==> config.mk <==
export PLATFORM = sky130hd
export DESIGN_NAME = slfm_top
export DESIGN_NICKNAME = d
export VERILOG_FILES = /design/src/inc/slfm_pkg.sv /design/src/hw/slfm_top.sv
export SDC_FILE = /design/constraint.sdc
export NUM_CORES = 1
export LEC_CHECK = 0
export BUFFER_PORTS_ARGS = -buffer_cell sky130_fd_sc_hd__buf_4
export CAP_MARGIN = 20
export CORE_UTILIZATION = 58
export DETAILED_ROUTE_END_ITERATION = 8
export PLACE_DENSITY = 0.89
export SLEW_MARGIN = 30
export SYNTH_ARGS = -nofsm -noshare
export SYNTH_HDL_FRONTEND = slang
export SYNTH_SLANG_ARGS = --single-unit
==> constraint.sdc <==
create_clock -name clk_sys_i -period 3.15 [get_ports clk_sys_i]
set_input_delay 0.1575 -clock clk_sys_i [delete_from_list [all_inputs] [get_ports clk_sys_i]]
set_output_delay 0.1575 -clock clk_sys_i [all_outputs]
set_load 0.01 [all_outputs]
==> src/inc/slfm_pkg.sv <==
// Package of constants and carrier types for the slave line fault monitor.
package slfm_pkg;
   // -------------------------------------------------------------------
   // Timing
   // -------------------------------------------------------------------
   localparam int unsigned CLK_MHZ = 250;
   localparam int unsigned TENTH_US = 100000;
   localparam int unsigned TENTH_CYC = TENTH_US * CLK_MHZ;
   localparam int unsigned PW_MIN_TENTHS = 2;
   localparam int unsigned PW_MAX_TENTHS = 30;
   localparam int unsigned PW_SEC_TENTHS = 2;
   localparam int unsigned RETRY_TENTHS = 10;
   localparam int unsigned DIP_TENTHS = 5;
   localparam int unsigned MIN_PER_DAY = 1440;
   localparam int unsigned SEC_PER_DAY = 86400;
   // -------------------------------------------------------------------
   // Widths and configuration bit positions
   // -------------------------------------------------------------------
   localparam int unsigned TENTH_W = 6;
   localparam int unsigned PEND_W = 8;
   localparam int unsigned TIME_W = 17;
   localparam int unsigned MON_W = 8;
   localparam int unsigned CFG_RADIO_EXCL_BIT = 7;
   localparam int unsigned CFG_PULSE_MODE_BIT = 6;
   // -------------------------------------------------------------------
   // Types
   // -------------------------------------------------------------------
   typedef struct packed {
      logic radio_excl;
      logic pulse_mode;
   } slfm_cfg_t;
   typedef struct packed {
      logic drive;
      logic pol;
      logic tc;
      logic backup;
      logic lamp;
   } slfm_line_out_t;
   typedef enum logic [1:0] {
      SLFM_IDLE,
      SLFM_DRIVE,
      SLFM_GAP
   } slfm_pstate_t;
endpackage

==> src/hw/slfm_top.sv <==
// Fault supervision and pulse catch-up logic for two slave clock lines.
`timescale 1ns/1ps

// Each line runs a small pulse sequencer in pulse mode and a gated
// time-code path otherwise; the common alarm collects every fault.
// Counts of tenths come from one shared divider so all lines step
// together and no second clock domain is needed.
module slfm_top #(
   parameter int unsigned NUM_LINES = 2,
   parameter int unsigned TENTH_CYCLES = slfm_pkg::TENTH_CYC,
   parameter bit BACKUP_FITTED = 1'b1
) (
   input wire logic clk_sys_i,
   input wire logic rst_i,
   input wire logic [7:0] cfg_byte_i,
   input wire logic sys_ok_i,
   input wire logic radio_sync_status_i,
   input wire logic minute_tick_i,
   input wire logic second_tick_i,
   input wire logic [NUM_LINES-1:0] tc_bit_i,
   input wire logic [NUM_LINES-1:0] line_is_sec_i,
   input wire logic [NUM_LINES-1:0][4:0] pw_tenths_i,
   input wire logic [NUM_LINES-1:0][slfm_pkg::MON_W-1:0] mon_level_i,
   input wire logic [slfm_pkg::MON_W-1:0] mon_thresh_i,
   output logic alarm_relay_o,
   output logic host_err_o,
   output slfm_pkg::slfm_line_out_t [NUM_LINES-1:0] line_o,
   output logic [NUM_LINES-1:0][slfm_pkg::TIME_W-1:0] line_time_o
);
   import slfm_pkg::*;

   // -------------------------------------------------------------------
   // Elaboration checks
   // -------------------------------------------------------------------
   // Only one or two lines exist, and the divider needs two states.
   if (NUM_LINES < 1 || NUM_LINES > 2) begin : g_chk_lines
      $error("NUM_LINES must be 1 or 2");
   end
   if (TENTH_CYCLES < 2) begin : g_chk_tenth
      $error("TENTH_CYCLES must be at least 2");
   end

   // The divider is just wide enough to count one tenth of a second.
   localparam int unsigned DIV_W = $clog2(TENTH_CYCLES);

   // -------------------------------------------------------------------
   // Configuration and tenth-second enable
   // -------------------------------------------------------------------
   slfm_cfg_t cfg;
   logic [DIV_W-1:0] div_r, div_nxt;
   logic tenth_r, tenth_nxt;
   // Per-line fault flags, one continuous assignment per line below.
   wire [NUM_LINES-1:0] line_fault;

   // The configuration byte is decoded straight from its two live bits.
   assign cfg.radio_excl = cfg_byte_i[CFG_RADIO_EXCL_BIT];
   assign cfg.pulse_mode = cfg_byte_i[CFG_PULSE_MODE_BIT];

   // Divider producing one enable pulse every tenth of a second.
   always_comb begin
      div_nxt = div_r + 1'b1;
      tenth_nxt = 1'b0;
      if (div_r == DIV_W'(TENTH_CYCLES - 1)) begin
         div_nxt = '0;
         tenth_nxt = 1'b1;
      end
   end

   // Divider registers; reset restarts the tenth phase from zero.
   always_ff @(posedge clk_sys_i) begin
      if (rst_i) begin
         div_r <= '0;
         tenth_r <= 1'b0;
      end else begin
         div_r <= div_nxt;
         tenth_r <= tenth_nxt;
      end
   end

   // -------------------------------------------------------------------
   // Common alarm
   // -------------------------------------------------------------------
   logic alarm_nxt, err_nxt, fault_any;

   // Radio sync only counts when the configuration does not exclude it.
   // The relay is energised only while nothing at all is wrong, so a dead
   // board or lost supply also reads as an alarm.
   always_comb begin
      fault_any = ~sys_ok_i | (|line_fault)
                | (~radio_sync_status_i & ~cfg.radio_excl);
      alarm_nxt = ~fault_any;
      err_nxt = |line_fault;
   end

   // Relay and host flag are registered outputs. Reset leaves the relay
   // dropped, so the host sees an alarm until the first healthy cycle.
   always_ff @(posedge clk_sys_i) begin
      if (rst_i) begin
         alarm_relay_o <= 1'b0;
         host_err_o <= 1'b0;
      end else begin
         alarm_relay_o <= alarm_nxt;
         host_err_o <= err_nxt;
      end
   end

   // -------------------------------------------------------------------
   // Per-line supervision
   // -------------------------------------------------------------------
   for (genvar li = 0; li < NUM_LINES; li++) begin : g_line
      // Each line keeps its own sequencer, filter, pending count and
      // time, so a fault on one line never stalls the other.
      slfm_pstate_t st_r, st_nxt;
      logic mon_ok_r, mon_ok_nxt;
      logic dip_fault_r, dip_fault_nxt;
      logic [TENTH_W-1:0] low_r, low_nxt;
      logic [TENTH_W-1:0] cnt_r, cnt_nxt;
      logic [PEND_W-1:0] pend_r, pend_nxt;
      logic [TIME_W-1:0] time_r, time_nxt;
      logic pol_r, pol_nxt;
      logic [TENTH_W-1:0] width;
      logic [TIME_W-1:0] wrap;
      logic tick, done_ok;
      slfm_line_out_t out_nxt;

      // Pulse clocks must stop at once; time-code clocks ride out dips.
      // Line fault: immediate in pulse mode, filtered in time-code mode so
      // a brief dip does not stop the telegram.
      assign line_fault[li] = cfg.pulse_mode ? ~mon_ok_r
                                              : dip_fault_r;

      // ----------------------------------------------------------------
      // Monitor filter, width select and pulse sequencer
      // ----------------------------------------------------------------
      // One process computes every next value of the line; the monitor
      // compare is registered once, which adds a cycle of fault latency.
      always_comb begin
         mon_ok_nxt = mon_level_i[li] >= mon_thresh_i;
         low_nxt = low_r;
         dip_fault_nxt = dip_fault_r;
         if (mon_ok_r) begin
            low_nxt = '0;
            dip_fault_nxt = 1'b0;
         end else if (tenth_r) begin
            if (low_r >= TENTH_W'(DIP_TENTHS - 1)) begin
               dip_fault_nxt = 1'b1;
            end else begin
               low_nxt = low_r + 1'b1;
            end
         end
         // Clamping keeps a bad setting from making a zero-length pulse.
         // Second lines use a fixed width; minute widths are clamped.
         if (line_is_sec_i[li]) begin
            width = TENTH_W'(PW_SEC_TENTHS);
         end else if (pw_tenths_i[li] < 5'(PW_MIN_TENTHS)) begin
            width = TENTH_W'(PW_MIN_TENTHS);
         end else if (pw_tenths_i[li] > 5'(PW_MAX_TENTHS)) begin
            width = TENTH_W'(PW_MAX_TENTHS);
         end else begin
            width = TENTH_W'(pw_tenths_i[li]);
         end
         wrap = line_is_sec_i[li] ? TIME_W'(SEC_PER_DAY - 1)
                                  : TIME_W'(MIN_PER_DAY - 1);
         // The host tick that matters depends on the kind of line.
         tick = line_is_sec_i[li] ? second_tick_i : minute_tick_i;
         st_nxt = st_r;
         cnt_nxt = cnt_r;
         pend_nxt = pend_r;
         time_nxt = time_r;
         pol_nxt = pol_r;
         done_ok = 1'b0;
         out_nxt = line_o[li];
         out_nxt.drive = 1'b0;
         // Missed pulses pile up here while the line is halted.
         if (cfg.pulse_mode && tick && pend_r != {PEND_W{1'b1}}) begin
            pend_nxt = pend_r + 1'b1;
         end
         // IDLE waits for a queued pulse, DRIVE holds the line for the
         // set width, and GAP spaces pulses apart or delays a retry.
         // A failed pulse keeps its polarity so the clockwork sees it again.
         case (st_r)
            SLFM_IDLE: begin
               if (cfg.pulse_mode && pend_r != '0) begin
                  st_nxt = SLFM_DRIVE;
                  cnt_nxt = width;
               end
            end
            SLFM_DRIVE: begin
               out_nxt.drive = 1'b1;
               if (~mon_ok_r || ~cfg.pulse_mode) begin
                  // Pulse lost: halt and retry later at the same polarity.
                  out_nxt.drive = 1'b0;
                  out_nxt.lamp = 1'b1;
                  st_nxt = SLFM_GAP;
                  cnt_nxt = TENTH_W'(RETRY_TENTHS);
               end else if (tenth_r) begin
                  if (cnt_r <= TENTH_W'(1)) begin
                     out_nxt.drive = 1'b0;
                     done_ok = 1'b1;
                     pol_nxt = ~pol_r;
                     pend_nxt = pend_nxt - 1'b1;
                     st_nxt = SLFM_GAP;
                     cnt_nxt = width;
                  end else begin
                     cnt_nxt = cnt_r - 1'b1;
                  end
               end
            end
            SLFM_GAP: begin
               if (tenth_r) begin
                  if (cnt_r <= TENTH_W'(1)) begin
                     st_nxt = SLFM_IDLE;
                  end else begin
                     cnt_nxt = cnt_r - 1'b1;
                  end
               end
            end
            default: begin
               st_nxt = SLFM_IDLE;
            end
         endcase
         // Polarity on the pin turns together with the falling edge of a
         // delivered pulse, so drive and polarity never disagree.
         out_nxt.pol = pol_nxt;
         // -------------------------------------------------------------
         // Time-code path and error lamp
         // -------------------------------------------------------------
         // Time-code mode forwards the telegram unless the line is faulty.
         out_nxt.tc = ~cfg.pulse_mode & ~line_fault[li]
                    & tc_bit_i[li];
         out_nxt.backup = BACKUP_FITTED & ~cfg.pulse_mode
                        & line_fault[li];
         // The lamp clears only on a completed minute with the line
         // healthy: a delivered minute pulse in pulse mode, the host minute
         // tick in time-code mode; a second line in pulse mode keeps its lamp lit.
         if (~cfg.pulse_mode && line_fault[li]) begin
            out_nxt.lamp = 1'b1;
         end else if (~line_fault[li] && ~out_nxt.lamp) begin
            out_nxt.lamp = 1'b0;
         end else if (~line_fault[li]
                      && (cfg.pulse_mode ? (done_ok & ~line_is_sec_i[li])
                                         : minute_tick_i)) begin
            out_nxt.lamp = 1'b0;
         end
         // -------------------------------------------------------------
         // Line time
         // -------------------------------------------------------------
         // Line time advances only on pulses actually delivered, or on host
         // ticks while healthy in time-code mode, so it holds the last output time across a fault.
         if (done_ok || (~cfg.pulse_mode && tick && ~line_fault[li])) begin
            time_nxt = (time_r == wrap) ? '0 : time_r + 1'b1;
         end
      end

      // ----------------------------------------------------------------
      // Line registers
      // ----------------------------------------------------------------
      // Reset drops pending pulses, and the line time restarts at zero.
      always_ff @(posedge clk_sys_i) begin
         if (rst_i) begin
            st_r <= SLFM_IDLE;
            mon_ok_r <= 1'b0;
            dip_fault_r <= 1'b0;
            low_r <= '0;
            cnt_r <= '0;
            pend_r <= '0;
            time_r <= '0;
            pol_r <= 1'b0;
            line_o[li] <= '0;
            line_time_o[li] <= '0;
         end else begin
            st_r <= st_nxt;
            mon_ok_r <= mon_ok_nxt;
            dip_fault_r <= dip_fault_nxt;
            low_r <= low_nxt;
            cnt_r <= cnt_nxt;
            pend_r <= pend_nxt;
            time_r <= time_nxt;
            pol_r <= pol_nxt;
            line_o[li] <= out_nxt;
            line_time_o[li] <= time_nxt;
         end
      end
   end
endmodule // slfm_top

==> impl_results.md, run 1 <==
- Status: finished clean
- Synthesis Warnings: 0
- Core Util, Final: 0.726
- FP Rows: 38
- H-tree depth: 4
- R2R setup slack: 0.38 ns
- Worst Path Max Fanout: 6
- Vias/cell: just under 6
- # setup viols final: 0
- Skew-Pair Late Insertion Delay: 0.42 ns
- Sw Pwr: 1.38 mW
- DR iter-0 viols: 525
- Ys flop type: dfxtp_1
- DP HPWL: 10900 um
- Num ports: 98
- Tmin final: around 2.8 ns
- Largest family of logic cells by synthesized area: simple AND/OR/NAND/NOR gates
- Routed Antenna Nets: 0
- Final hold violations: 0
- Clock buffer depth: 2
- Relative max-transition margin: 0.504
- CP most frequent cell: ha_1
- Core area: between 0.01 and 0.015 mm^2
- Post-CTS sizing: 0
- Most common cell in the netlist: dfxtp_1
- Register area share after synthesis: 0.357
- P_int: around 3.2 mW
- Largest net degree at the start of global routing: 43
- N_diodes: 0
- Clock sink count: 120
- CP Capture Type: flip-flop
- Combinational power share: 0.236
- Post-synthesis mux area share: 0.0227
- Post-Route WL: 15900 um
- Net Sw Frac: 0.304
- Final worst setup slack: approximately 0.38 ns
- Syn Std Cell Area: between 0.006 and 0.007 mm^2
- Die span in y: 110 um
- Crit path launch type: flip-flop
- Filler cells: 814
- Final nets: 992
- TritonRoute pass-1 iters: 7
- GP Congestion: 0.885
- Required @ worst endpoint: ~3.5 ns
- R2R depth: 9
- First-pass GRT wire length: around 26000 um
- Layout cells sized above 1: 0.156
- Synth top area share: 0.357
- # port buffers: 91
- Overflow after GRT: 0
- Synth Area in Compound Gates: 0.127
- Setup TNS: 0 ns
- Cell Area, Placed: around 0.0075 mm^2
- FFs w/ async S/R, synth: 0
- RSZ-0062 raised after global routing: false
- Hold buffer count at cts: 0
- Initial antenna violation count: 0
- Die Footprint: 0.0120 mm^2
- CTS tree: built
- Syn_nets: 907
- Design area: 0.00804 mm^2
- Synth cell types: 62
- Synth Area in Simple Gates: 0.276
- Clk root buf: clkbuf_16
- Max-slew violation count: 0
- Max stage delay cell, worst path: dfxtp_1
- CP peak stage delay: 0.42 ns
- Static Leak: 3.24 nW
- Hold Path Origin: tc_bit_i[0]
- Setup CP Type: flip-flop to flip-flop
- CP Cell Sequence: ha_1 -> nand3_1 -> o211a_1 -> xnor2_1 -> ha_1 -> nand2_1 -> or4_1 -> a22oi_1 -> mux2_1
- Hold endpoint: line_o[2]
- Clock slew at reported path FFs: about 0.06 ns
- Num CTS Buffers: 17
- Synth Area per Inst: approximately 8.3 um^2
- Post-DR wirelength/cell: 15.1 um
- DP Worst Slack: 0.433 ns
- Sequential power share: 0.373
- Initial Util: 0.608
- RR Startpoint: g_line[0].pend_r[0]
- Register Area: 0.00240 mm^2
- Post-synthesis register bit count: 120
- Tightest hold margin: 0.0177 ns
- HP Class: input port to flip-flop
- EDFF count, synth: 0
- Synth area leaders: dfxtp_1 (36%), ha_1 (7.6%), nor2_1 (6.1%), xnor2_1 (5.5%), xor2_1 (4.3%)
- Cells after synthesis: between 800 and 900
- Clock Skews: 0.00658 ns
- Post-CTS setup buffer count: 0
- Cells on Worst Hold Path: 2
- Footprint of the multi-input gates: 0.00404 mm^2
- Adder-cell share of the synthesized area: 0.0762
- Final period util: 0.880
- Vias post-DR: 6123
- GRT Resource Usage Total: 0.276
- Clk pwr share: 0.390
- Vias in the first global route: 5804
- Slew @ Worst Pin: roughly 0.74 ns
- # DRC: 0
- Crit path arrival time: 3.07 ns
- Synth area leader: dfxtp_1
- Pwr/cell area: 566 mW/mm^2
- DIE WIDTH: 110 um
- Worst VDD drop: roughly 0.47 mV
- Post-Synth XOR/XNOR Area: 0.0975
- R2r endpoint: g_line[0].pend_r[4]
- Synth cell count leaders: dfxtp_1 (120), nor2_1 (109), nand2_1 (47), inv_1 (44)
- Number of max-cap violations: 0
- Fmax: around 0.36 GHz
- P&R area growth vs syn: 19.4%
-- critical path: cells and delay by family (launching register included) --
family / cells / cell delay [ns]
simple gates: 3 / 0.64
fa+ha+maj: 2 / 0.50
compound gates: 2 / 0.50
flops: 1 / 0.42
mux: 1 / 0.33
xor+xnor: 1 / 0.26
-- state kept, by name, summed over array words and instances (netlist names) --
name / flops
g_line.pol_r: 2
g_line.low_r: 12
g_line.pend_r: 16
line_o: 8
g_line.st_r: 4
host_err_o: 1
g_line.mon_ok_r: 2
g_line.dip_fault_r: 2
g_line.cnt_r: 12
tenth_r: 1
alarm_relay_o: 1
g_line.time_r: 34
div_r: 25
-- power by group through the flow --
stage	Combinational (mW)	Clock [mW]	Sequential (mW)
global route	1.22	1.87	1.71
finish	1.08	1.77	1.70
CTS	1.06	1.79	1.70
global placement	1.02	0	1.72
floorplan	0.809	0	1.71
detailed placement	1.05	0	1.73
-- routing by layer --
layer,part of all wire,vias to the layer above,global-route usage
li1,-,3049,-
met1,0.44,2841,0.342
met2,0.48,206,0.469
met3,0.062,27,0.0670
met4,0.015,0,0.0952
met5,0,-,0
-- stage by stage --
| step | power [mW] | instances |
|---|---|---|
| after global placement | 2.75 | 1020 |
| final | 4.55 | 1052 |
| after global routing | 4.80 | 1052 |
| after floorplan | 2.52 | 814 |
| after CTS | 4.55 | 1052 |
| after detailed placement | 2.78 | 1020 |
-- cell usage in the layout, fill, tap and decap left out, types with 10 or more instances in the layout --
| cell | count |
|---|---|
| a21oi_1 | 36 |
| nand2_1 | 47 |
| inv_1 | 44 |
| a31oi_1 | 10 |
| nor3_1 | 39 |
| nor4_1 | 14 |
| o21ai_0 | 31 |
| buf_4 | 96 |
| nor2_1 | 109 |
| or3_1 | 10 |
| a211oi_1 | 13 |
| dfxtp_1 | 120 |
| clkbuf_16 | 17 |
| nand4_1 | 12 |
| xor2_1 | 33 |
| mux2i_1 | 13 |
| nand3_1 | 42 |
| xnor2_1 | 42 |
| and2_1 | 10 |
| ha_1 | 41 |
| and3_1 | 14 |
-- worst max-delay path by stage --
stage	slack (ns)	startpoint	cells after the start	end
after floorplan	0.63	g_line[0].pend_r[4]	9	g_line[0].pend_r[4]
after global placement	0.56	g_line[0].pend_r[0]	9	g_line[0].pend_r[4]
after detailed placement	0.43	g_line[0].pend_r[0]	9	g_line[0].pend_r[4]
after CTS	0.42	g_line[0].pend_r[0]	9	g_line[0].pend_r[4]
after global routing	0.21	g_line[0].pend_r[0]	9	g_line[0].pend_r[4]
final	0.38	g_line[0].pend_r[0]	9	g_line[0].pend_r[4]
-- cell families after synthesis --
| family | after synthesis |
|---|---|
| adder cells (fa/ha/maj) | 41 |
| flip-flops | 120 |
| buffers and inverters | 74 |
| AO/OA/AOI/OAI | 130 |
| XOR/XNOR | 75 |
| AND/OR/NAND/NOR | 359 |
| multiplexers | 15 |
-- final cells by class --
cell class                 count  share of cell area
timing repair buffer          96              0.0897
inverter                      44              0.0205
multi-input combinational    620               0.503
clock inverter                 9             0.00950
clock buffer                  23              0.0570
tap                          140              0.0218
sequential                   120               0.299
Note: power is estimated with default switching activity, not from simulation.
==> run 2, diff against run 1 <==
--- a/config.mk
+++ b/config.mk
@@ -7,9 +7,12 @@
 export LEC_CHECK = 0
 export BUFFER_PORTS_ARGS = -buffer_cell sky130_fd_sc_hd__buf_4
 export CAP_MARGIN = 20
-export CORE_UTILIZATION = 58
+export CELL_PAD_IN_SITES_DETAIL_PLACEMENT = 0
+export CELL_PAD_IN_SITES_GLOBAL_PLACEMENT = 1
+export CORE_UTILIZATION = 43
 export DETAILED_ROUTE_END_ITERATION = 8
-export PLACE_DENSITY = 0.89
+export PLACE_DENSITY = 0.88
+export RECOVER_POWER = 100
 export SLEW_MARGIN = 30
 export SYNTH_ARGS = -nofsm -noshare
 export SYNTH_HDL_FRONTEND = slang
==> impl_results.md, run 2 (same netlist as run 1, synthesis figures left out) <==
- Status: finished clean
- HP Class: input port to flip-flop
- Clock slew at reported path FFs: 0.05 ns (about the same)
- GRT Resource Usage Total: 0.198 (-0.0784)
- Hold buffer count at cts: 1 (+1)
- Die span in y: 127 um (+16%)
- Register Area: 0.00240 mm^2 (unchanged)
- Routed Antenna Nets: 0 (unchanged)
- First-pass GRT wire length: 25800 um (-2.0%)
- Design area: 0.00800 mm^2 (-0.51%)
- Crit path launch type: flip-flop
- Post-CTS setup buffer count: 0 (unchanged)
- Total power: 4.63 mW (+1.8%)
- TritonRoute pass-1 iters: 4 (-3)
- DIE WIDTH: 127 um (+16%)
- Vias/cell: 5.28 (-9.3%)
- Tmin final: 2.75 ns (-0.0227 ns)
- FP Rows: 45 (+18%)
- Final hold violations: 0 (unchanged)
- Max-slew violation count: 0 (unchanged)
- Final nets: 996 (+0.40%)
- Clock buffer depth: 2 (unchanged)
- Cell Area, Placed: 0.00760 mm^2 (+1.4%)
- Clk root buf: clkbuf_16
- Filler cells: 1490 (+83%)
- Post-CTS sizing: 0 (unchanged)
- N_diodes: 0 (unchanged)
- Worst Path Max Fanout: 8 (+2)
- R2R depth: 8 (-1)
- Post-Route WL: 15200 um (-4.4%)
- Die Footprint: 0.0162 mm^2 (+34%)
- Vias post-DR: 5952 (-2.8%)
- # DRC: 0 (unchanged)
- Fmax: 0.364 GHz (+0.83%)
- Core area: 0.0153 mm^2 (+38%)
- Layout cells sized above 1: 0.0972 (-0.0585)
- H-tree depth: 4 (unchanged)
- Max reg flops: 34 (unchanged)
- Clock sink count: 120 (unchanged)
- Pwr/cell area: 579 mW/mm^2 (+2.3%)
- Worst VDD drop: 0.443 mV (-5.1%)
- Num CTS Buffers: 17 (unchanged)
- Initial Util: 0.441 (-0.167)
- Overflow after GRT: 0 (unchanged)
- DR iter-0 viols: 396 (-25%)
- Final period util: 0.873 (-0.00720)
- P&R area growth vs syn: 18.7%
- CP Capture Type: flip-flop
- Relative max-transition margin: 0.436 (-0.0684)
- Footprint of the multi-input gates: 0.00402 mm^2 (-0.53%)
- Skew-Pair Late Insertion Delay: 0.42 ns (about the same)
- GP Congestion: 0.815 (-7.9%)
- Commonest non-fill, non-tap cells in the layout: dfxtp_1 (120), nor2_1 (109), clkbuf_1 (52)
- Largest reg by FF count: g_line.time_r
- Static Leak: 3.05 nW (-5.9%)
- Top Registers: g_line.time_r: 34 flops, div_r: 25 flops, g_line.pend_r: 16 flops
- Crit path arrival time: 3.05 ns (-0.02 ns)
- Initial antenna violation count: 0 (unchanged)
- Post-DR wirelength/cell: 13.5 um (-11%)
- Most common cell after layout, fill and taps aside: dfxtp_1
- Largest net degree at the start of global routing: 65 (+51%)
- # setup viols final: 0 (unchanged)
- # port buffers: 91 (unchanged)
- Setup TNS: 0 ns (unchanged)
- RSZ-0062 raised after global routing: false
- Num ports: 98 (unchanged)
- Tightest hold margin: 0.0185 ns (+0.000857 ns)
- CTS tree: built
- Clock Skews: 0.0101 ns (+0.00349 ns)
- DP HPWL: 10700 um (-1.7%)
- Required @ worst endpoint: 3.45 ns (about the same)
- Setup CP Type: flip-flop to flip-flop
- Slew @ Worst Pin: 0.834 ns (+0.0986 ns)
- Number of max-cap violations: 0 (unchanged)
- Cells on Worst Hold Path: 2 (unchanged)
- Vias in the first global route: 5564 (-4.1%)
[run 2: power by group]
group	total, mW	switching [mW]	internal (mW)	leakage, nW
Clock	1.90	0.696	1.20	0.282
Combinational	1.04	0.601	0.444	1.80
Sequential	1.69	0.0882	1.60	0.971
[run 2: worst paths after layout]
path,startpoint,endpoint,slack (ns)
worst min-delay path,tc_bit_i[0],line_o[2],0.02
worst min register to register,g_line[1].low_r[3],g_line[1].low_r[3],0.46
worst max register to register,g_line[0].st_r[1],g_line[0].pend_r[4],0.40
worst max-delay path,g_line[0].st_r[1],g_line[0].pend_r[4],0.40
[run 2: routing by layer]
layer  GRT usage  up-vias  part of all wire
li1            -     3060                 -
met1       0.250     2760              0.48
met2       0.325      111              0.46
met3      0.0536       21             0.041
met4      0.0700        0             0.017
met5           0        -                 0
[run 2: area by class of cell]
type | instances | area share
clock inverter | 12 | 0.0156
multi-input combinational | 620 | 0.503
clock buffer | 20 | 0.0571
timing repair buffer | 100 | 0.0706
tap | 211 | 0.0330
inverter | 44 | 0.0207
sequential | 120 | 0.300
[run 2: through the flow]
| stage | setup slack, ns | instances | util |
|---|---|---|---|
| after floorplan | 0.630 | 814 | - |
| after global placement | 0.501 | 1093 | 0.498 |
| after detailed placement | 0.486 | 1093 | 0.498 |
| after CTS | 0.430 | 1126 | 0.537 |
| after global routing | 0.129 | 1127 | 0.524 |
| final | 0.400 | 1127 | 0.524 |
[run 2: critical path: stages (launching register included)]
cell and delay (ns):
dfxtp_1 0.34, inv_1 0.08, ha_1 0.26, nand3_1 0.30, nor3_1 0.52, nand2_1 0.19
or4_1 0.42, a22oi_1 0.18, mux2_1 0.34
==> run 3, diff against run 2 <==
--- a/config.mk
+++ b/config.mk
@@ -7,11 +7,9 @@
 export LEC_CHECK = 0
 export BUFFER_PORTS_ARGS = -buffer_cell sky130_fd_sc_hd__buf_4
 export CAP_MARGIN = 20
-export CELL_PAD_IN_SITES_DETAIL_PLACEMENT = 0
-export CELL_PAD_IN_SITES_GLOBAL_PLACEMENT = 1
-export CORE_UTILIZATION = 43
+export CORE_UTILIZATION = 58
 export DETAILED_ROUTE_END_ITERATION = 8
-export PLACE_DENSITY = 0.88
+export PLACE_DENSITY = 0.89
 export RECOVER_POWER = 100
 export SLEW_MARGIN = 30
 export SYNTH_ARGS = -nofsm -noshare
==> impl_results.md, run 3 (same netlist as run 1, synthesis figures left out) <==
- Overflow after GRT: 0 (unchanged)
- P&R area growth vs syn: 16.5%
- # port buffers: 91 (unchanged)
- Filler cells: 867 (-42%)
- H-tree depth: 4 (unchanged)
- Relative max-transition margin: -0.303 (-0.739)
- Final period util: 0.888 (+0.0152)
- Cells on Worst Hold Path: 2 (unchanged)
- Inst Count DP: 1020 (-6.7%)
- Post-CTS sizing: 0 (unchanged)
- Vias post-DR: 6117 (+2.8%)
- Initial Util: 0.608 (+0.167)
- Num CTS Buffers: 17 (unchanged)
- Non-filler instance count after layout: 1052 (-6.7%)
- R2r endpoint: g_line[0].time_r[12]
- Die Footprint: 0.0120 mm^2 (-25%)
- Final hold violations: 0 (unchanged)
- # DRC: 0 (unchanged)
- RR Startpoint: g_line[0].st_r[1]
- Die span in y: 110 um (-14%)
- First-pass GRT wire length: 26300 um (+2.1%)
- Hold Path Origin: tc_bit_i[0]
- Pwr/cell area: 577 mW/mm^2 (-0.45%)
- HP Class: input port to flip-flop
- Clk root buf: clkbuf_16
- Largest net degree at the start of global routing: 43 (-34%)
- Tightest hold margin: 0.0206 ns (+0.00213 ns)
- GP Congestion: 0.885 (+8.6%)
- Max-slew violation count: 43 (+43)
- Routed Antenna Nets: 0 (unchanged)
- Worst Path Max Fanout: 16 (+8)
- Final nets: 992 (-0.40%)
- Fmax: 0.357 GHz (-1.7%)
- Slew @ Worst Pin: 1.95 ns (+1.12 ns)
- GRT Resource Usage Total: 0.276 (+0.0784)
- FP Rows: 38 (-16%)
- Crit path arrival time: 3.08 ns (+0.03 ns)
- R2R depth: 7 (-1)
- Most common cell after layout, fill and taps aside: dfxtp_1
- Setup CP Type: flip-flop to flip-flop
- Tmin final: 2.80 ns (+0.0478 ns)
- # setup viols final: 0 (unchanged)
- Failing checks: max-capacitance violations, max-slew violations
- TritonRoute pass-1 iters: 6 (+2)
- Clock sink count: 120 (unchanged)
- Status: finished with violations
- Worst VDD drop: 0.465 mV (+5.0%)
- Max reg flops: 34 (unchanged)
- Commonest non-fill, non-tap cells in the layout: dfxtp_1 (120), nor2_1 (109), clkbuf_1 (54)
- Clock slew at reported path FFs: 0.05 ns (about the same)
- Top Registers: g_line.time_r: 34 flops, div_r: 25 flops, g_line.pend_r: 16 flops
- Clock buffer depth: 2 (unchanged)
- R2R setup slack: 0.35 ns (-0.05 ns)
- Post-DR wirelength/cell: 15.0 um (+12%)
- CP Capture Type: flip-flop
- Static Leak: 3.03 nW (-0.88%)
- Skew-Pair Late Insertion Delay: 0.41 ns (about the same)
- Core area: 0.0111 mm^2 (-27%)
- Number of max-cap violations: 1 (+1)
- Vias/cell: 5.81 (+10%)
- Hold endpoint: line_o[2]
- RSZ-0062 raised after global routing: false
- DR iter-0 viols: 515 (+30%)
- CTS tree: built
- DIE WIDTH: 110 um (-14%)
- N_diodes: 0 (unchanged)
- Largest reg by FF count: g_line.time_r
- Hold buffer count at cts: 0 (-1)
- CP startpoint: g_line[0].st_r[1]
- Post-CTS setup buffer count: 0 (unchanged)
- Vias in the first global route: 5804 (+4.3%)
- Required @ worst endpoint: 3.43 ns (-0.02 ns)
- Clock Skews: 0.00711 ns (-0.00296 ns)
- Crit path launch type: flip-flop
- Layout cells sized above 1: 0.0954 (-0.00177)
- Setup TNS: 0 ns (unchanged)
- Initial antenna violation count: 0 (unchanged)
- Num ports: 98 (unchanged)
- DP HPWL: 10900 um (+1.8%)
- Post-Route WL: 15800 um (+4.4%)
## run 3: cell count changes in the layout (fill, tap and decap cells not counted), moves of 2 or more
cell and delta:
buf_4 +2, clkbuf_1 +2, clkbuf_4 -2, clkinvlp_4 -2, dlygate4sd3_1 -2
## run 3: stage by stage
stage / area, um^2 / total power, mW / utilization / worst slack (ns)
after floorplan: 6730 / 2.52 / - / 0.630
after global placement: 7500 / 2.75 / 0.677 / 0.557
after detailed placement: 7500 / 2.78 / 0.677 / 0.433
after CTS: 8030 / 4.55 / 0.725 / 0.418
after global routing: 7840 / 4.78 / 0.708 / 0.164
final: 7840 / 4.52 / 0.708 / 0.352
## run 3: layout make-up
type                    count  area, um^2  area share
well taps                 140         175      0.0223
inverters                  44         165      0.0211
clock buffers              23         458      0.0584
clock inverters             9        76.3     0.00973
repair buffers             96         537      0.0684
multi-input cells         620        4030       0.514
flip-flops and latches    120        2400       0.306
## run 3: routing by layer
metal	up-vias	track usage	wire, um
met3	28	0.0670	961
met1	2836	0.342	7010
met4	0	0.0952	236
met5	-	0	0
li1	3044	-	-
met2	209	0.469	7630
## run 3: how the worst max path moves through the flow
| stage | endpoint | slack (ns) | depth (start not counted) |
|---|---|---|---|
| floorplan | g_line[0].pend_r[4] | 0.63 | 9 |
| global placement | g_line[0].pend_r[4] | 0.56 | 9 |
| detailed placement | g_line[0].pend_r[4] | 0.43 | 9 |
| CTS | g_line[0].pend_r[4] | 0.42 | 9 |
| global route | g_line[0].time_r[15] | 0.16 | 7 |
| finish | g_line[0].time_r[12] | 0.35 | 7 |
## run 3: power by group
| group | internal [mW] | total [mW] | switching (mW) |
|---|---|---|---|
| Combinational | 0.444 | 1.05 | 0.611 |
| Clock | 1.10 | 1.77 | 0.675 |
| Sequential | 1.60 | 1.70 | 0.0936 |
| Total | 3.14 | 4.52 | 1.38 |
## run 3: worst max-delay path, stage by stage (launching register included)
cell and delay [ns]:
dfxtp_1 0.33, inv_1 0.09, ha_1 0.30, nand3_1 0.31, o32ai_4 0.53, and2_0 0.42
a41o_1 0.58, nor2_1 0.11
